[src/core_regs_pkg.sv]
// core register set constants: offsets, reset values, field positions
// assumes one 50 MHz clock and a core that issues one access at a time
package core_regs_pkg;

	// ****************************************************************
	// offsets as printed, the low seven bits select the register
	// ****************************************************************
	localparam logic [11:0] OFS_INDIRECT_PORT_ZERO         = 12'h0F80;
	localparam logic [11:0] OFS_INDIRECT_PORT_ONE          = 12'h0F81;
	localparam logic [11:0] OFS_PROGRAM_COUNTER_LOW        = 12'h0F82;
	localparam logic [11:0] OFS_CORE_FLAGS                 = 12'h0F83;
	localparam logic [11:0] OFS_POINTER_ZERO_LOW           = 12'h0F84;
	localparam logic [11:0] OFS_POINTER_ZERO_HIGH          = 12'h0F85;
	localparam logic [11:0] OFS_POINTER_ONE_LOW            = 12'h0F86;
	localparam logic [11:0] OFS_POINTER_ONE_HIGH           = 12'h0F87;
	localparam logic [11:0] OFS_BANK_SELECTOR              = 12'h0F88;
	localparam logic [11:0] OFS_WORKING_ACCUMULATOR        = 12'h0F89;
	localparam logic [11:0] OFS_PROGRAM_COUNTER_HIGH_LATCH = 12'h0F8A;
	localparam logic [11:0] OFS_INTERRUPT_CONTROL          = 12'h0F8B;
	// last unimplemented location of the bank-local core range
	localparam logic [11:0] OFS_CORE_RANGE_END             = 12'h0F9F;
	// mask that folds every bank and all four quarters onto one location
	localparam logic [6:0]  MIRROR_MASK                    = 7'h1F;

	// ****************************************************************
	// widths and reset values
	// ****************************************************************
	localparam int          PC_WIDTH         = 15;
	localparam int          PC_LATCH_WIDTH   = 7;
	localparam int          BANK_WIDTH       = 5;
	localparam int          FLAGS_WIDTH      = 5;
	localparam logic [4:0]  FLAGS_RST_POR    = 5'h18;
	localparam logic [7:0]  BYTE_ZERO        = 8'h00;
	localparam logic [14:0] PC_RST           = 15'h0000;
	localparam logic [6:0]  PC_LATCH_RST     = 7'h00;
	localparam logic [4:0]  BANK_RST         = 5'h00;

	// ****************************************************************
	// core flag field positions
	// ****************************************************************
	localparam int FLAG_TIMEOUT    = 4;
	localparam int FLAG_POWER_DOWN = 3;
	localparam int FLAG_ZERO       = 2;
	localparam int FLAG_DIGIT      = 1;
	localparam int FLAG_CARRY      = 0;
	localparam int ARITH_MSB       = 2;

	// indirect access sequencer
	typedef enum logic {
		IND_IDLE,
		IND_ISSUE
	} ind_state_t;

endpackage : core_regs_pkg

[src/pointer_pair.sv]
// one indirect pointer pair: low and high address bytes
// assumes por_bor and rst are synchronous to core_clk
`timescale 1ns/1ps
module pointer_pair import core_regs_pkg::*; (
	// clock and resets
	input  wire logic       core_clk,
	input  wire logic       rst,
	input  wire logic       por_bor,
	// byte writes
	input  wire logic       lo_we,
	input  wire logic       hi_we,
	input  wire logic [7:0] wdata,
	// contents
	output logic      [7:0] ptr_lo,
	output logic      [7:0] ptr_hi
);

	typedef struct packed {
		logic [7:0] lo;
		logic [7:0] hi;
	} ptr_st_t;

	ptr_st_t st_q;
	ptr_st_t st_d;

	// ****************************************************************
	// next state
	// ****************************************************************
	// low byte survives a plain reset, high byte never does
	always_comb begin
		st_d = st_q;
		if (lo_we) begin
			st_d.lo = wdata;
		end
		if (hi_we) begin
			st_d.hi = wdata;
		end
		if (por_bor) begin
			st_d.lo = BYTE_ZERO;
			st_d.hi = BYTE_ZERO;
		end else if (rst) begin
			st_d.lo = st_q.lo;
			st_d.hi = BYTE_ZERO;
		end
	end

	always_ff @(posedge core_clk) begin
		st_q <= st_d;
	end

	assign ptr_lo = st_q.lo;
	assign ptr_hi = st_q.hi;

endmodule : pointer_pair

[src/core_banked_register_mirror.sv]
// core register set mirrored into every data bank, with two indirect ports
// assumes the core waits while busy is high and memory answers in the mem_rd cycle
`timescale 1ns/1ps

module core_banked_register_mirror import core_regs_pkg::*; (
	// clock and resets
	input  wire logic                      core_clk,
	input  wire logic                      rst,
	input  wire logic                      por_bor,
	input  wire logic                      rst_timeout_val,
	input  wire logic                      rst_power_down_val,
	// core access port
	input  wire logic [6:0]                acc_ofs,
	input  wire logic                      acc_rd,
	input  wire logic                      acc_wr,
	input  wire logic [7:0]                acc_wdata,
	output logic                           acc_hit,
	output logic                           busy,
	output logic      [7:0]                rdata,
	output logic                           rd_valid,
	// core execution hooks
	input  wire logic                      pc_inc,
	input  wire logic                      arith_we,
	input  wire logic [2:0]                arith_flags,
	output logic      [PC_WIDTH-1:0]       pc,
	output logic      [BANK_WIDTH-1:0]     bank,
	output logic      [7:0]                accumulator,
	output logic      [7:0]                intr_ctrl,
	// data memory port for indirect access
	output logic      [15:0]               mem_addr,
	output logic                           mem_rd,
	output logic                           mem_wr,
	output logic      [7:0]                mem_wdata,
	input  wire logic [7:0]                mem_rdata
);

	// ****************************************************************
	// state
	// ****************************************************************
	// one packed record holds every flip-flop of the block; the pointer
	// pairs live in their own instances because their reset split differs
	typedef struct packed {
		logic [PC_WIDTH-1:0]       pc;
		logic [PC_LATCH_WIDTH-1:0] pc_latch;
		logic [FLAGS_WIDTH-1:0]    flags;
		logic [BANK_WIDTH-1:0]     bank;
		logic [7:0]                working_accumulator;
		logic [7:0]                interrupt_control;
		logic [7:0]                rdata;
		logic                      rd_valid;
		ind_state_t                ind;
		logic [15:0]               mem_addr;
		logic [7:0]                mem_wdata;
		logic                      mem_rd;
		logic                      mem_wr;
	} core_st_t;

	core_st_t st_q;
	core_st_t st_d;

	// ****************************************************************
	// decode helpers
	// ****************************************************************
	// folded map of the core set, identical in every bank:
	//   0x00  first indirect port, no storage
	//   0x01  second indirect port, no storage
	//   0x02  program counter low byte
	//   0x03  flags, timeout and power-down in bits 4:3
	//   0x04  first pointer low byte
	//   0x05  first pointer high byte
	//   0x06  second pointer low byte
	//   0x07  second pointer high byte
	//   0x08  bank selector, five bits
	//   0x09  working accumulator
	//   0x0a  program counter high latch, seven bits
	//   0x0b  interrupt control
	//   0x0c..0x1f  unimplemented, read zero
	// every register offset constant is folded before it is compared, so the
	// printed full addresses can stay in the package as they are
	// the mask drops the two upper offset bits that select the bank quarter
	// fold an offset onto its mirrored location
	function automatic logic [6:0] fold(input logic [6:0] ofs);
		fold = ofs & MIRROR_MASK;
	endfunction : fold

	// true when the folded offset equals a printed register offset
	function automatic logic hits(input logic [6:0] ofs, input logic [11:0] reg_ofs);
		hits = (fold(ofs) == fold(reg_ofs[6:0]));
	endfunction : hits

	// pointer contents and access qualifiers
	logic [7:0] p0_lo;
	logic [7:0] p0_hi;
	logic [7:0] p1_lo;
	logic [7:0] p1_hi;
	logic       take_rd;
	logic       take_wr;
	logic       in_range;
	logic [7:0] direct_rd;

	// ****************************************************************
	// access qualification
	// ****************************************************************
	// the core set occupies the first thirty-two offsets of every bank, so
	// the bank bits never enter the decode; offsets above that range belong
	// to other registers and are left for them to answer
	// one access at a time; requests during busy are dropped, the core must
	// watch busy rather than retry blindly, since nothing is queued here
	assign in_range = (acc_ofs <= OFS_CORE_RANGE_END[6:0]);
	assign acc_hit  = in_range;
	assign busy     = (st_q.ind != IND_IDLE);
	assign take_rd  = acc_rd && acc_hit && !busy && in_range;
	assign take_wr  = acc_wr && acc_hit && !busy && in_range;

	// ****************************************************************
	// pointer pairs
	// ****************************************************************
	// both pairs share one module; only their write strobes differ
	pointer_pair u_ptr_zero (
		.core_clk (core_clk),
		.rst      (rst),
		.por_bor  (por_bor),
		.lo_we    (take_wr && hits(acc_ofs, OFS_POINTER_ZERO_LOW)),
		.hi_we    (take_wr && hits(acc_ofs, OFS_POINTER_ZERO_HIGH)),
		.wdata    (acc_wdata),
		.ptr_lo   (p0_lo),
		.ptr_hi   (p0_hi)
	);

	pointer_pair u_ptr_one (
		.core_clk (core_clk),
		.rst      (rst),
		.por_bor  (por_bor),
		.lo_we    (take_wr && hits(acc_ofs, OFS_POINTER_ONE_LOW)),
		.hi_we    (take_wr && hits(acc_ofs, OFS_POINTER_ONE_HIGH)),
		.wdata    (acc_wdata),
		.ptr_lo   (p1_lo),
		.ptr_hi   (p1_hi)
	);

	// ****************************************************************
	// direct read multiplexer
	// ****************************************************************
	// anything not named below, including 0x0c..0x1f, reads zero
	// decoded from the live offset, registered only when a read is taken
	always_comb begin
		direct_rd = BYTE_ZERO;
		if (hits(acc_ofs, OFS_PROGRAM_COUNTER_LOW)) begin
			direct_rd = st_q.pc[7:0];
		end else if (hits(acc_ofs, OFS_CORE_FLAGS)) begin
			direct_rd = {3'b000, st_q.flags};
		end else if (hits(acc_ofs, OFS_POINTER_ZERO_LOW)) begin
			direct_rd = p0_lo;
		end else if (hits(acc_ofs, OFS_POINTER_ZERO_HIGH)) begin
			direct_rd = p0_hi;
		end else if (hits(acc_ofs, OFS_POINTER_ONE_LOW)) begin
			direct_rd = p1_lo;
		end else if (hits(acc_ofs, OFS_POINTER_ONE_HIGH)) begin
			direct_rd = p1_hi;
		end else if (hits(acc_ofs, OFS_BANK_SELECTOR)) begin
			direct_rd = {3'b000, st_q.bank};
		end else if (hits(acc_ofs, OFS_WORKING_ACCUMULATOR)) begin
			direct_rd = st_q.working_accumulator;
		end else if (hits(acc_ofs, OFS_PROGRAM_COUNTER_HIGH_LATCH)) begin
			direct_rd = {1'b0, st_q.pc_latch};
		end else if (hits(acc_ofs, OFS_INTERRUPT_CONTROL)) begin
			direct_rd = st_q.interrupt_control;
		end
	end

	// ****************************************************************
	// next state
	// ****************************************************************
	// order of the blocks matters: steps first, then accesses, then resets,
	// so a later block wins over an earlier one in the same cycle
	always_comb begin
		st_d          = st_q;
		st_d.rd_valid = 1'b0;
		st_d.mem_rd   = 1'b0;
		st_d.mem_wr   = 1'b0;
		// program counter steps unless the low byte is written
		if (pc_inc) begin
			st_d.pc = st_q.pc + 15'h0001;
		end
		if (arith_we) begin
			st_d.flags[ARITH_MSB:0] = arith_flags;
		end
		// indirect answer: memory data is valid in the mem_rd cycle
		// the memory must answer within that cycle, there is no wait state
		if (st_q.ind == IND_ISSUE) begin
			st_d.ind = IND_IDLE;
			if (st_q.mem_rd) begin
				st_d.rdata    = mem_rdata;
				st_d.rd_valid = 1'b1;
			end
		end
		// indirect ports own no storage, they launch a memory access
		if ((take_rd || take_wr) && hits(acc_ofs, OFS_INDIRECT_PORT_ZERO)) begin
			st_d.ind       = IND_ISSUE;
			st_d.mem_addr  = {p0_hi, p0_lo};
			st_d.mem_wdata = acc_wdata;
			st_d.mem_rd    = take_rd;
			st_d.mem_wr    = take_wr;
		end else if ((take_rd || take_wr) && hits(acc_ofs, OFS_INDIRECT_PORT_ONE)) begin
			st_d.ind       = IND_ISSUE;
			st_d.mem_addr  = {p1_hi, p1_lo};
			st_d.mem_wdata = acc_wdata;
			st_d.mem_rd    = take_rd;
			st_d.mem_wr    = take_wr;
		end else if (take_rd) begin
			st_d.rdata    = direct_rd;
			st_d.rd_valid = 1'b1;
		end
		// direct writes; unimplemented locations fall through untouched
		if (take_wr) begin
			case (fold(acc_ofs))
				fold(OFS_PROGRAM_COUNTER_LOW[6:0]): begin
					st_d.pc = {st_q.pc_latch, acc_wdata};
				end
				fold(OFS_CORE_FLAGS[6:0]): begin
					// timeout and power-down are hardware owned
					st_d.flags[ARITH_MSB:0] = acc_wdata[ARITH_MSB:0];
				end
				fold(OFS_BANK_SELECTOR[6:0]): begin
					st_d.bank = acc_wdata[BANK_WIDTH-1:0];
				end
				fold(OFS_WORKING_ACCUMULATOR[6:0]): begin
					st_d.working_accumulator = acc_wdata;
				end
				fold(OFS_PROGRAM_COUNTER_HIGH_LATCH[6:0]): begin
					st_d.pc_latch = acc_wdata[PC_LATCH_WIDTH-1:0];
				end
				fold(OFS_INTERRUPT_CONTROL[6:0]): begin
					st_d.interrupt_control = acc_wdata;
				end
				default: begin
					// unimplemented or storage-free location drops the write; pointer bytes are stored in their own instances
					st_d.interrupt_control = st_d.interrupt_control;
				end
			endcase
		end
		// resets last so they override every access in the same cycle
		// pointer bytes are reset inside their own instances
		if (por_bor || rst) begin
			st_d.pc        = PC_RST;
			st_d.pc_latch  = PC_LATCH_RST;
			st_d.bank      = BANK_RST;
			st_d.interrupt_control    = BYTE_ZERO;
			st_d.rdata     = BYTE_ZERO;
			st_d.rd_valid  = 1'b0;
			st_d.ind       = IND_IDLE;
			st_d.mem_addr  = 16'h0000;
			st_d.mem_wdata = BYTE_ZERO;
			st_d.mem_rd    = 1'b0;
			st_d.mem_wr    = 1'b0;
		end
		// power-on clears what a plain reset keeps
		if (por_bor) begin
			st_d.flags = FLAGS_RST_POR;
			st_d.working_accumulator  = BYTE_ZERO;
		end else if (rst) begin
			// arithmetic flags and accumulator hold across a plain reset
			st_d.flags                  = st_q.flags;
			st_d.flags[FLAG_TIMEOUT]    = rst_timeout_val;
			st_d.flags[FLAG_POWER_DOWN] = rst_power_down_val;
			st_d.working_accumulator                   = st_q.working_accumulator;
		end
	end

	// single register stage for the whole record; every reset is
	// synchronous, so the reset decisions all live in the comb block above
	always_ff @(posedge core_clk) begin
		st_q <= st_d;
	end

	// ****************************************************************
	// outputs
	// ****************************************************************
	// data outputs come straight from flip-flops, only acc_hit and busy are comb
	assign rdata       = st_q.rdata;
	assign rd_valid    = st_q.rd_valid;
	assign pc          = st_q.pc;
	assign bank        = st_q.bank;
	assign accumulator = st_q.working_accumulator;
	assign intr_ctrl   = st_q.interrupt_control;
	assign mem_addr    = st_q.mem_addr;
	assign mem_rd      = st_q.mem_rd;
	assign mem_wr      = st_q.mem_wr;
	assign mem_wdata   = st_q.mem_wdata;

endmodule : core_banked_register_mirror

[config.mk]
export PLATFORM = sky130hd
export DESIGN_NAME = core_banked_register_mirror
export DESIGN_NICKNAME = d
export VERILOG_FILES = /design/src/core_regs_pkg.sv /design/src/pointer_pair.sv /design/src/core_banked_register_mirror.sv
export SDC_FILE = /design/constraint.sdc
export NUM_CORES = 1
export LEC_CHECK = 0
export BUFFER_PORTS_ARGS = -buffer_cell sky130_fd_sc_hd__buf_2
export CORE_MARGIN = 2
export CORE_UTILIZATION = 25
export CTS_CLUSTER_DIAMETER = 80
export DETAILED_ROUTE_END_ITERATION = 7
export PLACE_DENSITY_LB_ADDON = 0.25
export SETUP_SLACK_MARGIN = 0.1
export SYNTH_ARGS = -nofsm -noshare
export SYNTH_HDL_FRONTEND = slang
export SYNTH_SLANG_ARGS = --single-unit
export TNS_END_PERCENT = 30
[constraint.sdc]
create_clock -name core_clk -period 4.2 [get_ports core_clk]
set_input_delay 0.42 -clock core_clk [delete_from_list [all_inputs] [get_ports core_clk]]
set_output_delay 0.42 -clock core_clk [all_outputs]
set_load 0.1 [all_outputs]
# Word-level counts from Yosys, hierarchy flattened
# Index checks and enable logic that the tools add are counted.
[totals]
ff_bits = 116
latch_bits = 0
romBits = 0
input_bits = 35
n_memories = 0
ramBits = 0
[classes]
n_eq_ne = 11
n_reduce_logical = 24
n_div = 0
n_bitwise = 1
addsub = 1
mux = 27
magnitude_cmp = 1
shifts = 0
mul = 0
[ops]
columns = ["cell", "n"]
rows = [
  ["$mux W8", 12],
  ["$mux W27", 2],
  ["$mux W9", 4],
  ["$mux W15", 2],
  ["$mux W24", 1],
  ["$mux W22", 1],
  ["$eq A5 B3 Y1 const B", 4],
  ["$eq A5 B4 Y1 const B", 4],
  ["$add A15 B1 Y15 const B", 1],
  ["$logic_and A1 B1 Y1", 12],
  ["$eq A5 B2 Y1 const B", 2],
  ["$mux W10", 1],
  ["$reduce_and A2 Y1", 5],
  ["$le A7 B5 Y1 const B", 1],
  ["$logic_not A7 Y1", 1],
  ["$mux W7", 1],
  ["$mux W3", 2],
  ["$eq A5 B1 Y1 const B", 1],
  ["$mux W5", 1],
  ["$reduce_and A3 Y1", 1],
  ["$logic_or A1 B1 Y1", 2],
  ["$reduce_bool A2 Y1", 1],
  ["$reduce_or A2 Y1", 1],
  ["$logic_not A1 Y1", 1],
  ["$not A1 Y1", 1],
]

# Depth between registers and ports, before layout
# Gate-level depths: netlist of the first run.
[logic_depth]
word_depth = 14
mapped_depth = 8
depth_no_buf = 5

# Modules after synthesis
# A second synthesis of the first run with hierarchy kept.
[unflattened]
hier_cells = 711
area_unflattened_um2 = 6179.7
[modules_own_cells]
columns = ["module", "instances", "area_each_um2", "seq_area_each_um2", "cells_per_inst"]
rows = [
  ["core_banked_register_mirror", 1, 4833.4, 1681.6, 589],
  ["pointer_pair", 2, 673.1, 320.3, 61],
]

# Worst setup path before layout of the first run
# Ideal clock, no wire load.
[synth_timing]
path_type = "input to register"
start = "in acc_ofs[5]"
end = "reg st_q, in the netlist mem_wdata[0]"
slack_ns = 1.394
path_buffers = 2
required_ns = 4.072
arrival_ns = 2.678
path_stages = 6
setup_time_ns = 0.128
path_cell_list = "nor2_1 -> and4bb_2 -> buf_2 -> buf_2 -> mux2i_1 -> nor2_1"
[synth_between]
elab_chain_cells = 7
elab_cells_between_ends = 12
cone_classes = "1 x order compare; 1 x mux; 10 x reduce/logical"
[synth_rtl]
columns = ["item", "line", "source"]
rows = [
  ["start: declaration", "core_banked_register_mirror.sv:13", "input wire logic [6:0] acc_ofs,"],
  ["$le A7 B5 Y1 (*)", "core_banked_register_mirror.sv:109", "assign in_range = (acc_ofs <= OFS_CORE_RANGE_END[6:0]);"],
  ["$logic_and A1 B1 Y1, on equally long branches (3 in series)", "core_banked_register_mirror.sv:112, core_banked_register_mirror.sv:113", ""],
  ["$logic_or A1 B1 Y1 (*)", "core_banked_register_mirror.sv:198, core_banked_register_mirror.sv:204", ""],
  ["$logic_and A1 B1 Y1, on equally long branches", "core_banked_register_mirror.sv:198, core_banked_register_mirror.sv:204", ""],
  ["$mux W27 or $reduce_bool A2 Y1 (tied branches)", "n/a", ""],
  ["end signal: assignment", "core_banked_register_mirror.sv:273", "st_q <= st_d;"],
  ["end: declaration", "core_banked_register_mirror.sv:58", "core_st_t st_q;"],
]
# Mark *: on every way between the ends. The rest lies on a longest branch, timed or not.
# A chain may end at the register's enable or synchronous reset.

# Worst setup path in the final report of the first run
[layout_timing]
start = "in acc_ofs[1]"
end = "reg st_q, in the netlist mem_wdata[7]"
[layout_between]
elab_chain_cells = 7
elab_cells_between_ends = 14
cone_classes = "1 x order compare; 1 x eq/ne; 1 x mux; 11 x reduce/logical"
[layout_rtl]
columns = ["item", "line"]
rows = [
  ["$le A7 B5 Y1", "core_banked_register_mirror.sv:109"],
  ["$logic_and A1 B1 Y1, on equally long branches (3 in series)", "core_banked_register_mirror.sv:112, core_banked_register_mirror.sv:113"],
  ["$logic_or A1 B1 Y1", "core_banked_register_mirror.sv:198, core_banked_register_mirror.sv:204"],
  ["$logic_and A1 B1 Y1, on equally long branches", "core_banked_register_mirror.sv:198, core_banked_register_mirror.sv:204"],
  ["$mux W27 or $reduce_bool A2 Y1 (tied branches)", "n/a"],
]
# Several ways; a longest one is shown, not always the timed one.

==> impl_metrics.py, run 1 <==
metrics = {
    "placement": {
        "gp_routability_congestion": 0.861,
        "placed_area_sq_um": 6280,
        "dp.final_hpwl_um": 13700,
        "portBuffers": 107,
    },
    "drt": {
        "drtIter0Drc": 305,
        "wl_per_cell_um": 17.8,
        "vias": 4926,
        "wl_um": 18700,
        "viasPerCell": 4.69,
        "drcViolationCount": 0,
        "firstDrtPassIters": 5,
        "ant_nets": 0,
    },
    "sta": {
        "fmax_mhz": 390,
        "hold_viol": 0,
        "slew_headroom_pct": 38.2,
        "setup-violations-final": 0,
        "finalSetupTns_ns": 0,
        "tightest_slew_ns": 0.927,
        "timing.hold.ws_ns": 0.224,
        "fin_crit_ns": 2.57,
        "final_max_slew_viol_count": 0,
        "rsz0062_at_grt": "no",
        "fin_crit_sh_pct": 61.1,
        "finClkSkew_ns": 0.00969,
    },
    "clock_network": {
        "clock_sinks": 116,
        "cts_tree": "done",
        "clock_path_buffers": 2,
        "cts_buffers": 17,
        "cts_hold_buf": 0,
        "clock_latency_ns": 0.41,
        "htreeDepth": 4,
        "postCtsSetupRepairBufs": 0,
        "clkTransAtPathRegs_ns": 0.05,
        "cts_root_buf": "clkbuf_16",
        "ctsResizeCount": 0,
    },
    "critical_path": {
        "cp-end-kind": "flip-flop",
        "cp_slowest_stage_delay_ns": 0.98,
        "cp-endpoint": "mem_wdata[7]",
        "reg2reg_to": "pc[10]",
        "cp_top_family": "simple AND/OR/NAND/NOR gates",
        "r2r-start": "busy",
        "startpoint": "acc_ofs[1]",
        "start_kind": "input port",
        "cp.required_ns": 4.50,
        "r2r_cells": 4,
        "arrival_ns": 2.86,
        "reg2reg_setup_slack_ns": 1.78,
        "cp_max_fo": 41,
        "crit_chain": "buf_2 > nor4_1 > and4bb_2 > mux2i_1 > nor2_1",
        "crit_buf_inv": 1,
        "crit_cells": 5,
        "critPathKind": "in2reg",
        "cp_slowest_cell": "and4bb_2",
    },
    "logic_synthesis": {
        "yosys_warnings": 0,
        "yosysTopAreaCell": "dfxtp_1",
        "synth.most_common_cell": "nor2_1",
        "synth.avg_cell_area_sq_um": 8.52,
        "ys.flop_type": "dfxtp_1",
        "synth_nets": 744,
        "synthTopCellsByArea": "dfxtp_1 39%, mux2i_1 15%, buf_4 8.5%",
        "yosysTopAreaCellShare_pct": 38.5,
        "ys_ff_latch": 116,
        "synth_area_sq_um": 6030,
        "synthArstFlopShare_pct": 0,
        "ys_seq_area_share_pct": 38.5,
        "syn_inst": 708,
        "synth-edff-count": 0,
        "synthTopCellsByCount": "119 x nor2_1, 116 x dfxtp_1, 90 x mux2i_1, 68 x buf_4, 48 x a21oi_1",
        "yosysUniqueCellTypes": 48,
    },
    "power": {
        "p_clk_share_pct": 51.2,
        "power.share.sequential_pct": 41.7,
        "p_int_mw": 2.03,
        "p_total_mw": 2.67,
        "netSwitchingPower_uw": 645,
        "p_leak_nw": 2.71,
        "pwr_density_cell_nw_per_um2": 390,
        "pwr-share-comb_pct": 7.1,
        "vdd_drop_max_mv": 0.231,
        "sw_frac_of_total_pct": 24.1,
    },
    "global_route": {
        "grt_pass1_vias": 4723,
        "grt_antenna_before_repair": 3,
        "track_usage_pct": 14.7,
        "grt_overflow": 0,
        "grt_pass1_wl_um": 28600,
        "grt_max_degree": 42,
    },
    "floorplanning": {
        "io_pins": 108,
        "start_util_pct": 25.6,
        "core_area_sq_um": 23500,
        "die_height_um": 159,
        "die_area_sq_um": 25400,
        "fp.dieW_um": 159,
        "rows": 56,
    },
    "layout": {
        "synthToLayoutAreaGrowth_pct": 13.6,
        "nets": 753,
        "fin_area_sq_um": 6850,
        "layout-drive-gt1-share_pct": 21.2,
    },
    "outcome": {
        "status": "finished, final reports clean",
    },
    "job": {
        "maxCapViolations": 0,
    },
    "hold_path": {
        "hold_class": "in2reg",
    },
}
[layer usage]
metal / GRT usage, % / vias to the layer above / part of all wire (%)
li1: - / 2449 / -
met1: 20.5 / 2290 / 49
met2: 21.1 / 156 / 43
met3: 4.61 / 27 / 6.2
met4: 5.45 / 4 / 2.1
met5: 0 / - / 0.14
[cell usage in the layout, fill, tap and decap left out, types with 4 or more instances in the layout]
cell	n
clkbuf_8	4
nor4_1	11
nor2_1	119
buf_4	7
nor2b_1	9
a211o_1	5
nand3b_1	4
nand4_1	5
o22ai_1	6
xor2_1	5
a21oi_1	48
clkinv_2	5
mux2i_1	90
a22oi_1	5
o21ai_0	20
nand2b_1	6
nand3_1	9
a211oi_1	31
nor3_1	13
o32ai_1	4
dfxtp_1	116
xnor2_1	9
buf_2	107
nand2_1	34
clkbuf_16	17
[how the worst min path moves through the flow]
stage	start	to	depth (start not counted)	slack, ns
floorplan	u_ptr_zero.ptr_lo[0]	u_ptr_zero.ptr_lo[0]	2	0.45
global route	rst_power_down_val	st_q[60]	2	0.21
global placement	u_ptr_zero.ptr_lo[3]	u_ptr_zero.ptr_lo[3]	2	0.47
finish	rst_power_down_val	st_q[60]	2	0.22
detailed placement	u_ptr_zero.ptr_lo[0]	u_ptr_zero.ptr_lo[0]	2	0.48
CTS	rst_power_down_val	st_q[60]	2	0.20
[power groups by stage]
stage / clock network, mW / registers, mW / logic, mW
finish: 1.37 / 1.11 / 0.190
global route: 1.45 / 1.11 / 0.205
CTS: 1.40 / 1.11 / 0.190
detailed placement: 0 / 1.14 / 0.189
global placement: 0 / 1.14 / 0.190
floorplan: 0 / 1.14 / 0.130
[registers in the layout (all words and copies together), names as in the netlist, 5 cells and up]
register and cells:
mem_addr 16, pc 15, st_q 12, accumulator 8, intr_ctrl 8, mem_wdata 8
rdata 8, u_ptr_one.ptr_hi 8, u_ptr_one.ptr_lo 8, u_ptr_zero.ptr_hi 8, u_ptr_zero.ptr_lo 8, bank 5
[kinds of logic after synthesis]
group                    count (synthesis)  share of synthesized area, %
buffers and inverters                  125                          12.5
multiplexers                            90                          14.9
adder cells (fa/ha/maj)                  1                         0.207
AO/OA/AOI/OAI                          128                          13.5
flip-flops                             116                          38.5
AND/OR/NAND/NOR                        234                          18.3
XOR/XNOR                                14                          2.03
[area by class of cell]
type                    instances  area (sq um)
clock buffers                  23           488
inverters                       1          3.75
diodes                          1          2.50
well taps                     319           399
repair buffers                114           588
clock inverters                 9          77.6
fillers                      2558         16700
flip-flops and latches        116          2320
multi-input cells             467          2970
[per-stage QoR]
stage	util (%)	worst slack [ns]	std cells
6_report	29.1	1.63	1050
2_1_floorplan	-	1.39	708
3_3_place_gp	26.7	1.33	1017
5_1_grt	29.1	1.40	1050
4_1_cts	29.1	1.70	1049
3_5_place_dp	26.7	1.25	1017
Power figures use the tool's default switching activity.
==> run 2: changes to the inputs <==
clock period = 2.4 ns   (was 4.2 ns; I/O delays follow)
==> impl_metrics.py, run 2 (synthesis gave the netlist of run 1 again) <==
metrics = {
    "critical_path": {
        "crit_chain": "or4b_4 > or2_1 > or3_1 > mux2i_1 > nor2_1",
        "cp_slowest_stage_delay_ns": 0.60,
        "cp-end-kind": "flip-flop",
        "cp.required_ns": 2.70,
        "start_kind": "flip-flop",
        "cp_max_fo": 8,
        "arrival_ns": 2.50,
        "critPathKind": "reg2reg",
        "cp_slowest_cell": "or4b_4",
    },
    "drt": {
        "drtIter0Drc": 331,
        "viasPerCell": 4.71,
        "firstDrtPassIters": 4,
        "wl_um": 19300,
        "wl_per_cell_um": 18.1,
        "ant_nets": 0,
        "vias": 5013,
        "drcViolationCount": 0,
    },
    "clock_network": {
        "clock_latency_ns": 0.42,
        "postCtsSetupRepairBufs": 0,
        "clkTransAtPathRegs_ns": 0.06,
        "ctsResizeCount": 0,
        "cts_hold_buf": 0,
        "clock_path_buffers": 2,
        "clock_sinks": 116,
        "cts_root_buf": "clkbuf_16",
        "cts_tree": "done",
        "htreeDepth": 4,
        "cts_buffers": 17,
    },
    "floorplanning": {
        "core_area_sq_um": 23500,
        "fp.dieW_um": 159,
        "start_util_pct": 25.6,
        "io_pins": 108,
        "rows": 56,
        "die_area_sq_um": 25400,
        "die_height_um": 159,
    },
    "sta": {
        "final_max_slew_viol_count": 0,
        "hold_viol": 0,
        "fin_ws_ns": 0.199,
        "fmax_mhz": 454,
        "fin_crit_ns": 2.20,
        "setup-violations-final": 0,
        "fin_crit_sh_pct": 91.7,
        "finClkSkew_ns": 0.00640,
        "slew_headroom_pct": 58.1,
        "finalSetupTns_ns": 0,
        "tightest_slew_ns": 0.620,
        "rsz0062_at_grt": "no",
    },
    "power": {
        "pwr_density_cell_nw_per_um2": 727,
        "p_total_mw": 5.15,
        "p_leak_nw": 2.85,
        "vdd_drop_max_mv": 0.390,
    },
    "placement": {
        "place_inst": 1033,
        "dp.final_hpwl_um": 14000,
        "pre_cts_slack_ns": 0.238,
        "portBuffers": 107,
        "gp_routability_congestion": 0.881,
    },
    "global_route": {
        "grt_pass1_vias": 4850,
        "grt_antenna_before_repair": 0,
        "grt_max_degree": 42,
        "grt_overflow": 0,
        "track_usage_pct": 15.2,
        "grt_pass1_wl_um": 29600,
    },
    "outcome": {
        "status": "finished, final reports clean",
    },
    "layout": {
        "largest_reg_flops": 16,
        "final_cell_mix": "118 x nor2_1, 116 x dfxtp_1, 107 x buf_2",
        "nets": 769,
        "layout-drive-gt1-share_pct": 23.2,
        "synthToLayoutAreaGrowth_pct": 17.5,
        "final_common_cell": "nor2_1",
        "diodes": 0,
        "fin_cells": 1065,
    },
    "job": {
        "maxCapViolations": 0,
    },
    "hold_path": {
        "hold_class": "in2reg",
    },
}
[run 2: cell types whose count changed in the layout (fill, tap and decap cells not counted), moves of 2 or more]
| cell | previous run | this run |
|---|---|---|
| bufinv_16 | 1 | 5 |
| buf_4 | 7 | 21 |
| buf_12 | 0 | 2 |
| clkinvlp_4 | 3 | 0 |
[run 2: path summary, 6_finish.rpt]
check                                     startpoint                    to  slack (ns)  cells after the start
worst min-delay path              rst_power_down_val              st_q[60]        0.04                      2
worst max-delay path                            busy        accumulator[2]        0.20                      5
worst max register to register                  busy        accumulator[2]        0.20                      5
worst min register to register  u_ptr_zero.ptr_lo[0]  u_ptr_zero.ptr_lo[0]        0.49                      2
[run 2: final cells by class]
| class | count | area, sq um |
|---|---|---|
| Clock buffer | 22 | 484 |
| Clock inverter | 10 | 175 |
| Fill cell | 2550 | 16500 |
| Inverter | 1 | 3.75 |
| Multi-Input combinational cell | 467 | 2970 |
| Sequential cell | 116 | 2320 |
| Tap cell | 319 | 399 |
| Timing Repair Buffer | 130 | 733 |
[run 2: routing by layer]
metal / vias to the layer above / wire, um / track usage [%]
li1: 2467 / - / -
met1: 2395 / 9340 / 20.6
met2: 130 / 8420 / 22.9
met3: 21 / 1180 / 5.16
met4: 0 / 326 / 4.75
met5: - / 0 / 0
[run 2: worst max-delay path, delay by kind of cell, from the launching register on]
kind / cells / cell delay [ns]
DFF: 1 / 0.36
muxes: 1 / 0.23
and+or+nand+nor: 4 / 1.48
[run 2: report_power, final]
part           leakage [nW]  switching, mW  internal (mW)  total, mW
clock network         0.330          0.913           1.94       2.85
logic                  1.59          0.248          0.102      0.349
registers             0.935         0.0102           1.94       1.95
total                  2.85           1.17           3.98       5.15
[run 2: metrics by stage]
stage | area (sq um) | utilization (%) | hold slack [ns]
global route | 7090 | 30.1 | 0.0547
global placement | 6430 | 27.3 | 0.467
CTS | 7090 | 30.1 | 0.0167
finish | 7090 | 30.1 | 0.0401
floorplan | 6030 | - | 0.358
detailed placement | 6430 | 27.3 | 0.468
==> run 3: changes to the inputs <==
CORE_MARGIN = 5   (was 2)
==> impl_metrics.py, run 3 (synthesis gave the netlist of run 1 again) <==
metrics = {
    "floorplanning": {
        "io_pins": 108,
        "core_area_sq_um": 23600,
        "start_util_pct": 25.5,
        "die_area_sq_um": 27300,
        "die_height_um": 165,
        "fp.dieW_um": 165,
        "rows": 56,
    },
    "sta": {
        "fin_crit_sh_pct": 86.4,
        "finClkSkew_ns": 0.00570,
        "fin_crit_ns": 2.07,
        "fmax_mhz": 482,
        "tightest_slew_ns": 0.674,
        "hold_viol": 0,
        "slew_headroom_pct": 55.1,
        "final_max_slew_viol_count": 0,
        "setup-violations-final": 0,
        "finalSetupTns_ns": 0,
        "rsz0062_at_grt": "no",
    },
    "critical_path": {
        "startpoint": "busy",
        "crit_chain": "or4b_4 > nor2_1 > nor4bb_2 > buf_4 > mux2i_1 > nor2_1",
        "cp_slowest_stage_delay_ns": 0.60,
        "crit_path_frequent_cell": "nor2_1",
        "crit_buf_inv": 1,
        "cp_max_fo": 8,
        "critPathKind": "reg2reg",
        "r2r-start": "busy",
        "reg2reg_to": "u_ptr_one.ptr_lo[5]",
        "arrival_ns": 2.37,
        "start_kind": "flip-flop",
        "cp_slowest_cell": "or4b_4",
        "crit_cells": 6,
        "reg2reg_setup_slack_ns": 0.33,
        "cp-endpoint": "u_ptr_one.ptr_lo[5]",
        "cp_top_family": "simple AND/OR/NAND/NOR gates",
        "r2r_cells": 6,
        "cp-end-kind": "flip-flop",
        "cp.required_ns": 2.70,
    },
    "global_route": {
        "track_usage_pct": 14.4,
        "grt_pass1_vias": 4791,
        "grt_pass1_wl_um": 29500,
        "grt_max_degree": 49,
        "grt_antenna_before_repair": 1,
        "grt_overflow": 0,
    },
    "layout": {
        "fillers": 2576,
        "nets": 774,
        "diodes": 0,
        "final_cell_mix": "118 x nor2_1, 116 x dfxtp_1, 107 x buf_2",
        "largest_reg_flops": 16,
        "final_common_cell": "nor2_1",
        "fin_area_sq_um": 7170,
        "layout-drive-gt1-share_pct": 24.0,
        "synthToLayoutAreaGrowth_pct": 18.9,
    },
    "hold_path": {
        "hold_class": "in2reg",
    },
    "power": {
        "vdd_drop_max_mv": 0.388,
        "pwr_density_cell_nw_per_um2": 738,
        "p_clk_share_pct": 56.4,
        "power.share.sequential_pct": 36.8,
        "p_int_mw": 4.11,
        "netSwitchingPower_mw": 1.18,
        "pwr-share-comb_pct": 6.7,
        "sw_frac_of_total_pct": 22.3,
        "p_leak_nw": 2.89,
    },
    "drt": {
        "drcViolationCount": 0,
        "ant_nets": 0,
        "wl_per_cell_um": 18.3,
        "firstDrtPassIters": 5,
        "wl_um": 19600,
        "vias": 4961,
        "viasPerCell": 4.64,
        "drtIter0Drc": 320,
    },
    "clock_network": {
        "cts_root_buf": "clkbuf_16",
        "cts_tree": "done",
        "cts_hold_buf": 0,
        "cts_buffers": 17,
        "clock_path_buffers": 2,
        "clkTransAtPathRegs_ns": 0.06,
        "clock_latency_ns": 0.42,
        "htreeDepth": 4,
        "clock_sinks": 116,
    },
    "placement": {
        "gp_routability_congestion": 0.875,
        "dp.final_hpwl_um": 14400,
        "portBuffers": 107,
        "placed_area_sq_um": 6470,
    },
    "outcome": {
        "status": "finished, final reports clean",
    },
    "job": {
        "maxCapViolations": 0,
    },
}
==> run 3: worst reg2reg max path, delay by kind of cell, from the launching register on <==
family        cells  cell delay, ns
buf+inv           1            0.25
flops             1            0.36
mux               1            0.21
simple gates      4            1.15
==> run 3: per-layer routing <==
layer  wire length [um]  track usage (%)  up-vias
met5                  7                0        -
met4                299             4.61        2
met3               1260             4.19       21
met2               8700             22.0      143
met1               9330             19.5     2314
li1                   -                -     2481
==> run 3: what timing repair did <==
item | 4_1_cts | 5_1_grt
hold endpoints to repair | 0 | 0
endpoints found under the setup margin | 0 | 1
resized for setup | 0 | 1
buffers inserted | 0 | 0
==> run 3: worst min path at each step <==
stage / endpoint / depth (start not counted) / slack, ns / from
after detailed placement: st_q[60] / 2 / 0.47 / rst_power_down_val
after global routing: st_q[60] / 2 / 0.03 / rst_power_down_val
after CTS: st_q[60] / 2 / 0.02 / rst_power_down_val
after global placement: u_ptr_zero.ptr_lo[3] / 2 / 0.47 / u_ptr_zero.ptr_lo[3]
final: st_q[60] / 2 / 0.03 / rst_power_down_val
after floorplan: st_q[60] / 1 / 0.36 / rst_power_down_val
==> run 3: power by group through the flow <==
stage / clock, mW / sequential (mW) / combinational, mW
2_1_floorplan: 0 / 1.99 / 0.228
3_3_place_gp: 0 / 1.99 / 0.356
3_5_place_dp: 0 / 1.99 / 0.355
4_1_cts: 3.04 / 1.95 / 0.357
5_1_grt: 3.12 / 1.95 / 0.384
6_report: 2.98 / 1.95 / 0.356
==> run 3: area by class of cell <==
class / instances / area (sq um) / share of cell area, %
multi-input cells: 467 / 2980 / 41.5
flip-flops and latches: 116 / 2320 / 32.4
repair buffers: 135 / 771 / 10.8
clock buffers: 25 / 536 / 7.47
well taps: 319 / 399 / 5.57
clock inverters: 7 / 163 / 2.27
inverters: 1 / 3.75 / 0.0524
==> run 3: per-stage QoR <==
step / util, % / power (mW) / cells / hold slack (ns) / setup slack, ns
after floorplan: - / 2.22 / 708 / 0.358 / 0.00955
after global placement: 27.4 / 2.34 / 1038 / 0.466 / 0.262
after detailed placement: 27.4 / 2.34 / 1038 / 0.467 / 0.245
after CTS: 30.3 / 5.35 / 1070 / 0.0180 / 0.214
after global routing: 30.4 / 5.45 / 1070 / 0.0308 / 0.162
final: 30.4 / 5.29 / 1070 / 0.0319 / 0.326
